### src/break_entry_defs.svh
// Vector offsets, mode codes and acknowledge codes for the entry logic.
// Assumes a 32-bit program counter and vector base.
`ifndef BREAK_ENTRY_DEFS_SVH
`define BREAK_ENTRY_DEFS_SVH
`define BRK_VEC_OFS 32'h00000018
`define INT_VEC_OFS 32'h00000010
`define USR_VEC_OFS 32'h00000008
`define BRK_LINK_REG 5'h10
`define INT_LINK_REG 5'h0E
`define ACK_NONE 2'h0
`define ACK_TAKEN 2'h1
`define ACK_RETURN 2'h2
`define ACK_REENABLE 2'h3
`define APB_MSW_ADDR 12'h000
`define APB_STAT_ADDR 12'h004
`define MSW_IE 0
`define MSW_BIP 1
`define MSW_EIP 2
`define MSW_EE 3
`define MSW_UM 4
`define MSW_UMS 5
`define MSW_VM 6
`define MSW_VMS 7
`define MSW_RESET 8'h00
`endif

### src/break_entry_pkg.sv
// Types shared by the entry logic.
// Assumes nothing beyond the defines header.
package break_entry_pkg;
  typedef enum logic [2:0] {
    take_none,
    take_nm_break,
    take_break,
    take_interrupt,
    take_user
  } take_kind_t;
endpackage : break_entry_pkg

### src/interrupt_sense.sv
// Edge or level qualification of the external interrupt request.
// Assumes the request is synchronous to clk.
`timescale 1ns/10ps
module interrupt_sense
(
  input wire logic clk,
  input wire logic rst,
  input wire logic edge_mode,
  input wire logic irq_in,
  input wire logic taken,
  output logic pending
);
  logic irq_prev;
  logic latched;
  wire rise = irq_in & ~irq_prev;

  always_ff @(posedge clk)
  begin
    if (rst)
    begin
      irq_prev <= 1'b0;
      latched <= 1'b0;
    end
    else
    begin
      irq_prev <= irq_in;
      // latched regardless of enable; a new edge beats the clear
      if (rise)
        latched <= 1'b1;
      else if (taken)
        latched <= 1'b0;
    end
  end

  assign pending = edge_mode ? latched : irq_in;

  a_edge_latch: assert property (@(posedge clk) disable iff (rst)
    edge_mode && irq_in && !irq_prev |=> latched)
    else $error("rising interrupt edge not latched");
endmodule : interrupt_sense

### src/break_interrupt_entry.sv
// Break, interrupt and user vector entry logic with status word over APB.
// Assumes the pipeline supplies decode-stage pc and decoded return ops,
// and completes the execute-stage instruction when redirect is pulsed.
//
// Summary of operation
// - Hardware break redirects decode instruction to base plus 0x18.
// - Break saves decode pc into register 16 and sets break flag.
// - Maskable break acted on only when break and exception flags clear.
// - Non-maskable break is taken at once, whatever the flags.
// - Return from break clears the break-in-progress flag.
// - With debug, immediate break to 0x18 signals debugger, no flag set.
// - Any entry saves and clears user and virtual modes; all but exception entry drop reservation.
// - External interrupt answered only while interrupt enable is one.
// - Interrupt jumps to base plus 0x10 or supplied vector address.
// - Interrupt saves decode pc into register 14 and clears enable.
// - Return from interrupt sets interrupt enable again.
// - No interrupt while break or exception is in progress.
// - Edge mode latches a rising edge; low one cycle before next edge.
// - Edge latched regardless of enable, serviced once enable is set.
// - Vectored mode jumps directly to controller-supplied address.
// - Vectored acknowledge 01 on entry, 10 on return, 11 on re-enable.
// - Each nonzero acknowledge lasts one cycle, then returns to 00 or moves straight to the next code (11 then 01).
// - Branch-link-absolute to 0x8 enters user vector, saves modes.
// - Return from exception restores exception enable and progress bits.
`timescale 1ns/10ps
`include "break_entry_defs.svh"
module break_interrupt_entry
#(
  parameter logic [31:0] vector_base_param = 32'h00000000,
  parameter logic edge_sense_param = 1'b1,
  parameter logic vectored_param = 1'b0,
  parameter logic debug_param = 1'b1
)
(
  input wire logic clk,
  input wire logic rst,
  input wire logic [11:0] paddr,
  input wire logic psel,
  input wire logic penable,
  input wire logic pwrite,
  input wire logic [31:0] pwdata,
  output logic [31:0] prdata,
  output logic pready,
  output logic pslverr,
  input wire logic maskable_break_in,
  input wire logic nonmaskable_break_in,
  input wire logic interrupt_in,
  input wire logic [31:0] interrupt_address,
  input wire logic [31:0] decode_pc,
  input wire logic decode_valid,
  input wire logic return_from_break,
  input wire logic return_from_interrupt,
  input wire logic return_from_exception,
  input wire logic soft_break_0x18,
  input wire logic branch_link_absolute_op,
  input wire logic [4:0] branch_link_reg,
  input wire logic exception_entry,
  input wire logic msw_write,
  input wire logic [7:0] msw_wdata,
  output logic redirect,
  output logic [31:0] redirect_pc,
  output logic link_write,
  output logic [4:0] link_reg,
  output logic [31:0] link_data,
  output logic [1:0] interrupt_ack,
  output logic debug_breakpoint,
  output logic reservation_clear,
  output logic [7:0] machine_status_word
);
  logic [7:0] msw;
  logic [7:0] next_msw;
  logic irq_pending;
  logic [7:0] take_count;
  break_entry_pkg::take_kind_t kind;

  wire break_in_progress = msw[`MSW_BIP];
  wire exception_in_progress = msw[`MSW_EIP];
  wire interrupt_enable_bit = msw[`MSW_IE];
  wire exception_enable_bit = msw[`MSW_EE];
  wire brk_ok = maskable_break_in & ~break_in_progress
    & ~exception_in_progress;
  wire irq_ok = irq_pending & interrupt_enable_bit & ~break_in_progress
    & ~exception_in_progress;
  wire apb_wr = psel & penable & pwrite;
  wire sw_msw_wr = apb_wr & (paddr == `APB_MSW_ADDR);
  wire addr_ok = (paddr == `APB_MSW_ADDR) | (paddr == `APB_STAT_ADDR);

  function automatic logic [7:0] mode_save(input logic [7:0] w);
    logic [7:0] r;
    r = w;
    r[`MSW_UMS] = w[`MSW_UM];
    r[`MSW_UM] = 1'b0;
    r[`MSW_VMS] = w[`MSW_VM];
    r[`MSW_VM] = 1'b0;
    return r;
  endfunction : mode_save

  assign kind = !decode_valid ? break_entry_pkg::take_none :
    nonmaskable_break_in ? break_entry_pkg::take_nm_break :
    brk_ok ? break_entry_pkg::take_break :
    irq_ok ? break_entry_pkg::take_interrupt :
    branch_link_absolute_op ? break_entry_pkg::take_user :
    break_entry_pkg::take_none;

  wire take_irq = (kind == break_entry_pkg::take_interrupt);
  wire take_brk = (kind == break_entry_pkg::take_nm_break) |
    (kind == break_entry_pkg::take_break);
  wire taking = (kind != break_entry_pkg::take_none);

  interrupt_sense u_sense
  (
    .clk(clk),
    .rst(rst),
    .edge_mode(edge_sense_param),
    .irq_in(interrupt_in),
    .taken(take_irq),
    .pending(irq_pending)
  );

  always_comb
  begin
    next_msw = msw;
    if (msw_write)
      next_msw = msw_wdata;
    if (sw_msw_wr)
      next_msw = pwdata[7:0];
    if (return_from_break)
      next_msw[`MSW_BIP] = 1'b0;
    if (return_from_interrupt)
      next_msw[`MSW_IE] = 1'b1;
    if (return_from_exception)
    begin
      next_msw[`MSW_EE] = 1'b1;
      next_msw[`MSW_EIP] = 1'b0;
    end
    if (return_from_break | return_from_interrupt | return_from_exception)
    begin
      next_msw[`MSW_UM] = msw[`MSW_UMS];
      next_msw[`MSW_VM] = msw[`MSW_VMS];
    end
    if (exception_entry)
    begin
      next_msw = mode_save(next_msw);
      next_msw[`MSW_EE] = 1'b0;
      next_msw[`MSW_EIP] = 1'b1;
    end
    if (taking)
      next_msw = mode_save(next_msw);
    if (take_brk)
      next_msw[`MSW_BIP] = 1'b1;
    if (take_irq)
      next_msw[`MSW_IE] = 1'b0;
  end

  always_ff @(posedge clk)
  begin
    if (rst)
      msw <= `MSW_RESET;
    else
      msw <= next_msw;
  end

  always_ff @(posedge clk)
  begin
    if (rst)
    begin
      redirect <= 1'b0;
      redirect_pc <= 32'h00000000;
      link_write <= 1'b0;
      link_reg <= 5'h00;
      link_data <= 32'h00000000;
      reservation_clear <= 1'b0;
    end
    else
    begin
      redirect <= taking;
      link_write <= taking;
      reservation_clear <= taking;
      link_data <= decode_pc;
      if (take_brk)
      begin
        redirect_pc <= vector_base_param + `BRK_VEC_OFS;
        link_reg <= `BRK_LINK_REG;
      end
      else if (take_irq)
      begin
        redirect_pc <= vectored_param ? interrupt_address
          : vector_base_param + `INT_VEC_OFS;
        link_reg <= `INT_LINK_REG;
      end
      else
      begin
        redirect_pc <= vector_base_param + `USR_VEC_OFS;
        link_reg <= branch_link_reg;
      end
    end
  end

  always_ff @(posedge clk)
  begin
    if (rst)
      interrupt_ack <= `ACK_NONE;
    else if (!vectored_param)
      interrupt_ack <= `ACK_NONE;
    else if (take_irq)
      interrupt_ack <= `ACK_TAKEN;
    else if (return_from_interrupt)
      interrupt_ack <= `ACK_RETURN;
    else if (!msw[`MSW_IE] && next_msw[`MSW_IE])
      interrupt_ack <= `ACK_REENABLE;
    else
      interrupt_ack <= `ACK_NONE;
  end

  always_ff @(posedge clk)
  begin
    if (rst)
      debug_breakpoint <= 1'b0;
    else
      debug_breakpoint <= debug_param & soft_break_0x18;
  end

  always_ff @(posedge clk)
  begin
    if (rst)
      take_count <= 8'h00;
    else if (taking)
      take_count <= take_count + 8'h01;
  end

  always_ff @(posedge clk)
  begin
    if (rst)
      prdata <= 32'h00000000;
    else if (psel && !penable && !pwrite)
      prdata <= (paddr == `APB_MSW_ADDR) ? {24'h000000, msw}
        : (paddr == `APB_STAT_ADDR) ? {22'h000000, irq_pending,
        interrupt_in, take_count} : 32'h00000000;
  end

  assign pready = 1'b1;
  assign pslverr = psel & penable & ~addr_ok;
  assign machine_status_word = msw;

  a_brk_mask: assert property (@(posedge clk) disable iff (rst)
    decode_valid && maskable_break_in && !nonmaskable_break_in
    && (break_in_progress || exception_in_progress)
    && !irq_ok && !branch_link_absolute_op |=> !redirect)
    else $error("masked break was taken");
  a_nm_take: assert property (@(posedge clk) disable iff (rst)
    decode_valid && nonmaskable_break_in |=> redirect
    && redirect_pc == vector_base_param + `BRK_VEC_OFS
    && link_reg == `BRK_LINK_REG)
    else $error("non-maskable break not taken");
  a_bip_set: assert property (@(posedge clk) disable iff (rst)
    take_brk && !exception_entry |=> break_in_progress)
    else $error("break flag not set");
  a_irq_block: assert property (@(posedge clk) disable iff (rst)
    (break_in_progress || exception_in_progress) && interrupt_enable_bit
    && !msw_write && !sw_msw_wr |=> interrupt_enable_bit)
    else $error("interrupt taken during break");
  a_ie_clear: assert property (@(posedge clk) disable iff (rst)
    take_irq |=> !interrupt_enable_bit && link_reg == `INT_LINK_REG
    && link_data == $past(decode_pc))
    else $error("interrupt entry state wrong");
  a_ack_pulse: assert property (@(posedge clk) disable iff (rst)
    interrupt_ack == `ACK_TAKEN |=> interrupt_ack != `ACK_TAKEN)
    else $error("acknowledge held too long");
  a_mode_save: assert property (@(posedge clk) disable iff (rst)
    taking && !msw_write && !sw_msw_wr |=> !msw[`MSW_UM] && !msw[`MSW_VM]
    && msw[`MSW_UMS] == $past(msw[`MSW_UM]))
    else $error("mode bits not saved on entry");
  a_bip_clear: assert property (@(posedge clk) disable iff (rst)
    return_from_break && !take_brk && !msw_write && !sw_msw_wr
    |=> !break_in_progress)
    else $error("break flag not cleared");
  a_brk_vector: assert property (@(posedge clk) disable iff (rst)
    kind == break_entry_pkg::take_break |=> redirect
    && redirect_pc == vector_base_param + `BRK_VEC_OFS
    && link_data == $past(decode_pc))
    else $error("maskable break vector wrong");
  a_int_vector: assert property (@(posedge clk) disable iff (rst)
    take_irq |=> redirect && link_reg == `INT_LINK_REG
    && redirect_pc == (vectored_param ? $past(interrupt_address)
    : vector_base_param + `INT_VEC_OFS))
    else $error("interrupt vector wrong");
  a_user_vector: assert property (@(posedge clk) disable iff (rst)
    kind == break_entry_pkg::take_user |=> redirect
    && redirect_pc == vector_base_param + `USR_VEC_OFS
    && link_reg == $past(branch_link_reg))
    else $error("user vector entry wrong");
  a_irq_gate: assert property (@(posedge clk) disable iff (rst)
    !interrupt_enable_bit |=> interrupt_ack != `ACK_TAKEN)
    else $error("interrupt taken while disabled");
  a_ie_return: assert property (@(posedge clk) disable iff (rst)
    return_from_interrupt && !take_irq && !msw_write && !sw_msw_wr
    |=> interrupt_enable_bit)
    else $error("interrupt enable not restored");
  a_ack_codes: assert property (@(posedge clk) disable iff (rst)
    vectored_param && return_from_interrupt && !take_irq
    |=> interrupt_ack == `ACK_RETURN)
    else $error("return acknowledge missing");
  a_dbg_nobip: assert property (@(posedge clk) disable iff (rst)
    soft_break_0x18 && !break_in_progress && !take_brk
    && !msw_write && !sw_msw_wr
    |=> debug_breakpoint == debug_param && !break_in_progress)
    else $error("software breakpoint handling wrong");
  a_brk_first: assert property (@(posedge clk) disable iff (rst)
    decode_valid && (nonmaskable_break_in || brk_ok) |=> redirect
    && redirect_pc == vector_base_param + `BRK_VEC_OFS)
    else $error("break lost priority");
  a_eip_restore: assert property (@(posedge clk) disable iff (rst)
    return_from_exception && !exception_entry && !msw_write && !sw_msw_wr
    |=> exception_enable_bit && !exception_in_progress)
    else $error("exception return did not restore flags");
endmodule : break_interrupt_entry

### config.mk
export PLATFORM = sky130hd
export DESIGN_NAME = break_interrupt_entry
export DESIGN_NICKNAME = d
export VERILOG_FILES = /design/src/break_entry_pkg.sv /design/src/interrupt_sense.sv /design/src/break_interrupt_entry.sv
export VERILOG_INCLUDE_DIRS = /design/src
export SDC_FILE = /design/constraint.sdc
export NUM_CORES = 1
export LEC_CHECK = 0
export ABC_AREA = 1
export BUFFER_PORTS_ARGS = -buffer_cell sky130_fd_sc_hd__buf_2
export CAP_MARGIN = 25
export CORE_AREA = 2 2 97 99
export DETAILED_ROUTE_END_ITERATION = 8
export DIE_AREA = 0 0 99 101
export PLACE_DENSITY = 0.87
export SLEW_MARGIN = 20
export SYNTH_ARGS = -nofsm -noshare
export SYNTH_HDL_FRONTEND = slang
export SYNTH_SLANG_ARGS = --single-unit
### constraint.sdc
create_clock -name clk -period 2.33 [get_ports clk]
set_input_delay 0.466 -clock clk [delete_from_list [all_inputs] [get_ports clk]]
set_output_delay 0.466 -clock clk [all_outputs]
set_load 0.01 [all_outputs]
==> results.md, run 1 <==
- Status: finished clean
- Critical Path RT: 1860 ps
- Setup TNS: 0 ps
- Port bufs: 142
- Seq cells post-synth: 69
- Final #Nets: 719
- Worst setup EP type: primary output
- Sw frac: 0.275
- Site Rows: 35
- Critical path class: input port to primary output
- Initial Utilization: 0.374
- Final WL: 7780 microns
- Clock transition at path regs: 80 ps
- Resized Gates After CTS: 0
- # diodes: 0
- Largest reg by FF count: link_data
- Sequential Power Share: 0.481
- Final Power: 2.64 mW
- Most frequent cells after synthesis: 74 x nand2_1, 73 x inv_1, 69 x dfxtp_1
- Hold endpoint: link_data[19]$_SDFF_PP0_
- Clk_lat worst skew: 340 ps
- Yosys cell types: 33
- I/O pin total: 254
- Drt wl/cell: 11.2 microns
- Max Cap Violations: 0
- Gr usage total: 0.155
- Min Tclk post-route: 1780 ps
- Initial antenna violation count: 0
- Crit path DAT: 1310 ps
- Die area: 10000 sq um
- Psw: 725 uW
- RSZ-0062 raised after global routing: no
- Yosys warnings: 0
- Clock Skew: 12.7 ps
- Largest net degree at the start of global routing: 43
- Pins Over Slew Limit: 0
- R2R setup slack: 900 ps
- Register area: 1380 sq um
- Comb pwr share: 0.147
- Async S/R FF share, synth: 0
- Fillers: 913
- Grt ovf: 0
- Placed Area: 3950 sq um
- Fmax: 562 MHz
- Fraction of layout instances using a drive strength above 1: 0.340
- DRC Markers: 0
- Worst hold start: decode_pc[19]
- Clock share of power: 0.371
- Fin. Hold Viols: 0
- Worst IR Drop VDD: 478 uV
- Routed vias/inst: 4.19
- Syn Area/Cell: 7.64 sq um
- Top_reg_cell synth: dfxtp_1
- Worst R2R End: take_count[4]$_SDFFE_PP0P_
- Global-route wire length before repair: 12100 microns
- Post-synth EDFFs: 0
- P_leak: 2.39 nW
- Seq/Total Area, Yosys: 0.411
- Final Hold Slack: 325 ps
- Dpl cells: 681
- Routability congestion estimate: 0.839
- Count leader, synth: nand2_1
- Post-CTS Setup Bufs: 0
- Area of the multi-input gates: 1390 sq um
- Critical Path Source Type: input port
- Sink Count: 69
- Path depth of the worst reg2reg path: 10
- Detail Placement HPWL: 6240 microns
- # H-tree levels: 3
- Chip width: 99 microns
- Die height: 101 microns
- Vias post-DR: 2920
- Hold Crit Class: input port to flop
- Bufs on Longest Clock Path: 2
- Share of the synthesized area in the top cell type: 0.411
- Critical-path maximum fanout: 2
- Area grow syn2layout: 23.6%
- Largest cells by area after synthesis: dfxtp_1 41%, buf_4 13%, nand2_1 8.3%
- Vias in the first global route: 2710
- Max reg flops: 32
- Area leader, netlist: dfxtp_1
- Hold_buf cts: 0
- Largest regs: link_data x32, prdata x10
- PD cells: 635 nW/um^2
- Num CTS Buffers: 9
- WHS Path Cells: 3
- First-pass iteration count of the detailed router: 4
- Setup violators final: 0
- Finished Layout Cells: 697
- Post-route ant nets: 0
- RR Startpoint: machine_status_word[2]$_SDFFE_PP0P_
- CTS tree: yes
- Starting DRT DRC Count: 88
- Part of the cycle the worst path needs: 0.764
- Mapped Cells: 440
- Core area: 8980 sq um
- Post-Layout Inst Area: 4150 sq um
- Synthesized cell area: 3360 sq um
- Root buffer selected by CTS: clkbuf_8
- Int Power: 1.91 mW
-- through the flow --
step	setup slack, ps	util
finish	550	0.463
global route	456	0.463
CTS	522	0.463
detailed placement	531	0.440
global placement	550	0.440
floorplan	628	-
-- metal layers --
metal / GRT usage / up-vias / share of wire
li1: - / 1499 / -
met1: 0.165 / 1277 / 0.38
met2: 0.279 / 137 / 0.50
met3: 0.0645 / 7 / 0.11
met4: 0.0506 / 0 / 0.012
met5: 0 / - / 0
-- kinds of logic after synthesis --
group	synth area share
other	0.00224
DFF	0.411
xor gates and xnor gates	0.00261
adders and majority gates	0.00372
AOI/OAI and AO/OA	0.0648
buffers and inverters	0.235
and+or+nand+nor	0.281
-- cells in the final DEF, fill, tap and decap left out, drive strengths merged --
cell and instances:
xnor2 1, o31ai 1, o211ai 11, nor3 5, dfxtp 69, clkbuf 10, ha 1, or2 1
and2 1, nand4 8, inv 79, nand3 26, o21ai 9, conb 55, buf 147, bufinv 1
clkinv 5, a21oi 13, nor2 62, nand2 81
-- worst max-delay path: stages --
cell     delay [ps]
buf_2           100
nor2_2          100
nand2_2          80
nor3_1          340
nor3_1           80
buf_2           150
-- power by group through the flow --
stage	Combinational [mW]	Clock, mW	Sequential, mW
3_5_place_dp	0.391	0	1.30
2_1_floorplan	0.271	0	1.32
3_3_place_gp	0.384	0	1.30
5_1_grt	0.436	1.07	1.28
4_1_cts	0.392	1.01	1.27
6_report	0.389	0.979	1.27
-- worst max-delay path by stage --
| stage | startpoint | end | slack, ps | cells after the start |
|---|---|---|---|---|
| 5_1_grt | paddr[5] | pslverr | 460 | 6 |
| 4_1_cts | paddr[11] | pslverr | 520 | 6 |
| 2_1_floorplan | paddr[7] | pslverr | 630 | 6 |
| 3_5_place_dp | paddr[11] | pslverr | 530 | 6 |
| 3_3_place_gp | paddr[7] | pslverr | 550 | 6 |
| 6_report | paddr[9] | pslverr | 550 | 6 |
-- layout make-up --
| cell class | instances | share of cell area |
|---|---|---|
| clock inverter | 6 | 0.0151 |
| sequential | 69 | 0.333 |
| tap | 111 | 0.0334 |
| multi-input combinational | 275 | 0.334 |
| inverter | 79 | 0.0714 |
| timing repair buffer | 147 | 0.180 |
| clock buffer | 10 | 0.0331 |
Note: power is estimated with default switching activity, not from simulation.
==> run 2, diff against run 1 <==
ABC_AREA = 0   (was 1)
CORE_AREA = 2 2 100 102   (was 2 2 97 99)
DIE_AREA = 0 0 102 104   (was 0 0 99 101)
PLACE_DENSITY = 0.79   (was 0.87)
clock period = 1.66 ns   (was 2.33 ns; I/O delays follow)
==> run 2 against run 1 <==
Net effect:
- count of clock-buffer cells in the layout stayed put
- critical path depth is 1 lower
- final cell count is 14% lower
- clock skew is 6.4 ps lower
==> results.md, run 2 <==
- Status: finished clean
- Clock Skew: 6.33 ps (-6.39 ps)
- Max reg flops: 32 (unchanged)
- Final WL: 7370 microns (-5.2%)
- Critical path class: input port to primary output
- # H-tree levels: 3 (unchanged)
- Die height: 104 microns (+3.0%)
- Post-route ant nets: 0 (unchanged)
- Site Rows: 36 (+2.9%)
- Final #Nets: 601 (-16%)
- Bufs on Longest Clock Path: 2 (unchanged)
- Synthesized cell area: 3020 sq um (-10%)
- Top_reg_cell synth: dfxtp_1
- Vias post-DR: 2550 (-13%)
- Async S/R FF share, synth: 0 (unchanged)
- PD cells: 960 nW/um^2 (+51%)
- Hold Crit Class: input port to flop
- Num CTS Buffers: 9 (unchanged)
- Sink Count: 69 (unchanged)
- Final worst slack: 73.8 ps (-476 ps)
- I/O pin total: 254 (unchanged)
- Most frequent cells in the layout: 142 x buf_2, 69 x dfxtp_1, 55 x conb_1, 35 x nor2b_1, 33 x nor2_1
- DRC Markers: 0 (unchanged)
- Yosys cell types: 42 (+27%)
- Share of the synthesized area in the top cell type: 0.458 (+0.0465)
- Final Power: 3.82 mW (+45%)
- Port bufs: 142 (unchanged)
- Worst setup EP type: primary output
- Crit path DAT: 1250 ps (-60 ps)
- Worst-margin pin slew: 532 ps
- Area leader, netlist: dfxtp_1
- Largest reg by FF count: link_data
- Path depth of the worst reg2reg path: 5 (-5)
- P_leak: 1.98 nW (-17%)
- Critical Path Source Type: input port
- Critical Path RT: 1330 ps (-530 ps)
- Most common cell after layout, fill and taps aside: buf_2
- Core area: 9550 sq um (+6.4%)
- Syn Area/Cell: 9.61 sq um (+26%)
- Fin. Hold Viols: 0 (unchanged)
- Post-synth EDFFs: 0 (unchanged)
- Seq/Total Area, Yosys: 0.458 (+0.0465)
- Setup violators final: 0 (unchanged)
- Largest net degree at the start of global routing: 28 (-35%)
- Crit path max-delay cell type: nor4_4
- First-pass iteration count of the detailed router: 4 (unchanged)
- Worst IR Drop VDD: 557 uV (+16%)
- Fmax: 630 MHz
- Grt ovf: 0 (unchanged)
- Detail Placement HPWL: 5830 microns (-6.6%)
- Min Tclk post-route: 1590 ps
- Part of the cycle the worst path needs: 0.956
- CP Cell Sequence: buf_2 -> nor4_4 -> nand3_1 -> and3_1 -> buf_2
- Cell repeated most along the worst path: buf_2
- Initial Utilization: 0.316 (-0.0582)
- Drt wl/cell: 12.3 microns (+9.9%)
- WHS Path Cells: 2 (-1)
- Clk_lat worst skew: 350 ps (about the same)
- Pins Over Slew Limit: 0 (unchanged)
- Seq cells post-synth: 69 (unchanged)
- Most frequent cells after synthesis: 69 x dfxtp_1, 57 x buf_4, 35 x nor2b_1
- Critical-path maximum fanout: 2 (unchanged)
- RSZ-0062 raised after global routing: no
- Vias in the first global route: 2378 (-12%)
- Max_slew headroom: 0.645
- Root buffer selected by CTS: clkbuf_8
- Max Cap Violations: 0 (unchanged)
- Global-route wire length before repair: 10900 microns (-10%)
- Largest cells by area after synthesis: dfxtp_1 46%, buf_4 14%, nor2b_1 7.3%
- Area grow syn2layout: 31.8%
- Yosys warnings: 0 (unchanged)
- Starting DRT DRC Count: 66 (-25%)
- Gr usage total: 0.133 (-0.0225)
- Routability congestion estimate: 0.776 (-7.5%)
- CTS tree: yes
- Initial antenna violation count: 1 (+1)
- Dpl ws: -49.8 ps (-581 ps)
- Clock transition at path regs: 80 ps (about the same)
- Routed vias/inst: 4.24 (+1.3%)
- Hold_buf cts: 0 (unchanged)
- Largest regs: link_data x32, prdata x10
- Fraction of layout instances using a drive strength above 1: 0.408 (+0.0685)
- # diodes: 0 (unchanged)
- Chip width: 102 microns (+3.0%)
- Worst path max stage delay: 300 ps (-40 ps)
- Die area: 10600 sq um (+6.1%)
- Count leader, synth: dfxtp_1
- Mapped Cells: 314 (-29%)
[run 2: worst max-delay path: cells and delay by family]
kind / cells / cell delay, ps
buf+inv: 2 / 250
simple gates: 3 / 670
[run 2: metrics by stage]
| step | instance area, sq um | instances | setup TNS (ps) | util | hold WS, ps |
|---|---|---|---|---|---|
| after floorplan | 3220 | 367 | 0 | - | 456 |
| after global placement | 3720 | 585 | 0 | 0.390 | 467 |
| after detailed placement | 3720 | 585 | -97.1 | 0.390 | 474 |
| after CTS | 3970 | 601 | 0 | 0.415 | 168 |
| after global routing | 3980 | 601 | 0 | 0.417 | 167 |
| final | 3980 | 601 | 0 | 0.417 | 193 |
[run 2: logic make-up (layout without fill, tap and decap cells)]
logic type	count (synthesis)	count (layout)	synth area share
fa+ha+maj	1	1	0.00415
xor+xnor	6	6	0.0174
buf+inv	71	172	0.162
simple gates	108	108	0.200
mux	18	18	0.0647
compound gates	39	39	0.0912
flops	69	69	0.458
other cells	2	55	0.00249
[run 2: where the power goes]
group          total [mW]  internal (mW)  switching [mW]  leakage [nW]
Sequential           1.76           1.73          0.0316         0.569
Combinational       0.483          0.213           0.270          1.29
Clock                1.58          0.900           0.679         0.113
[run 2: path summary, 6_finish.rpt]
kind / end / slack (ps) / start
setup / recovery: pslverr / 70 / paddr[11]
hold / removal: link_reg[3]$_SDFF_PP0_ / 190 / branch_link_reg[3]
setup reg to reg: machine_status_word[5]$_SDFFE_PP0P_ / 170 / machine_status_word[2]$_SDFFE_PP0P_
hold reg to reg: take_count[1]$_SDFFE_PP0P_ / 510 / take_count[1]$_SDFFE_PP0P_
[run 2: per-layer routing]
| layer | global-route usage | wire (microns) |
|---|---|---|
| met2 | 0.241 | 3830 |
| met4 | 0.0438 | 51 |
| met1 | 0.133 | 2780 |
| met5 | 0 | 0 |
| met3 | 0.0578 | 713 |
[run 2: layout make-up]
cell class                 count  area [sq um]
clock inverter                 6          93.8
tap                          133           166
clock buffer                  10           138
multi-input combinational    227          1370
inverter                       3          11.3
sequential                    69          1380
timing repair buffer         153           818
fill                         956          5570
[run 2: what timing repair did]
action,CTS,global route
gates resized for setup,1,2
endpoints found under the setup margin,4,5
buffers inserted,0,0
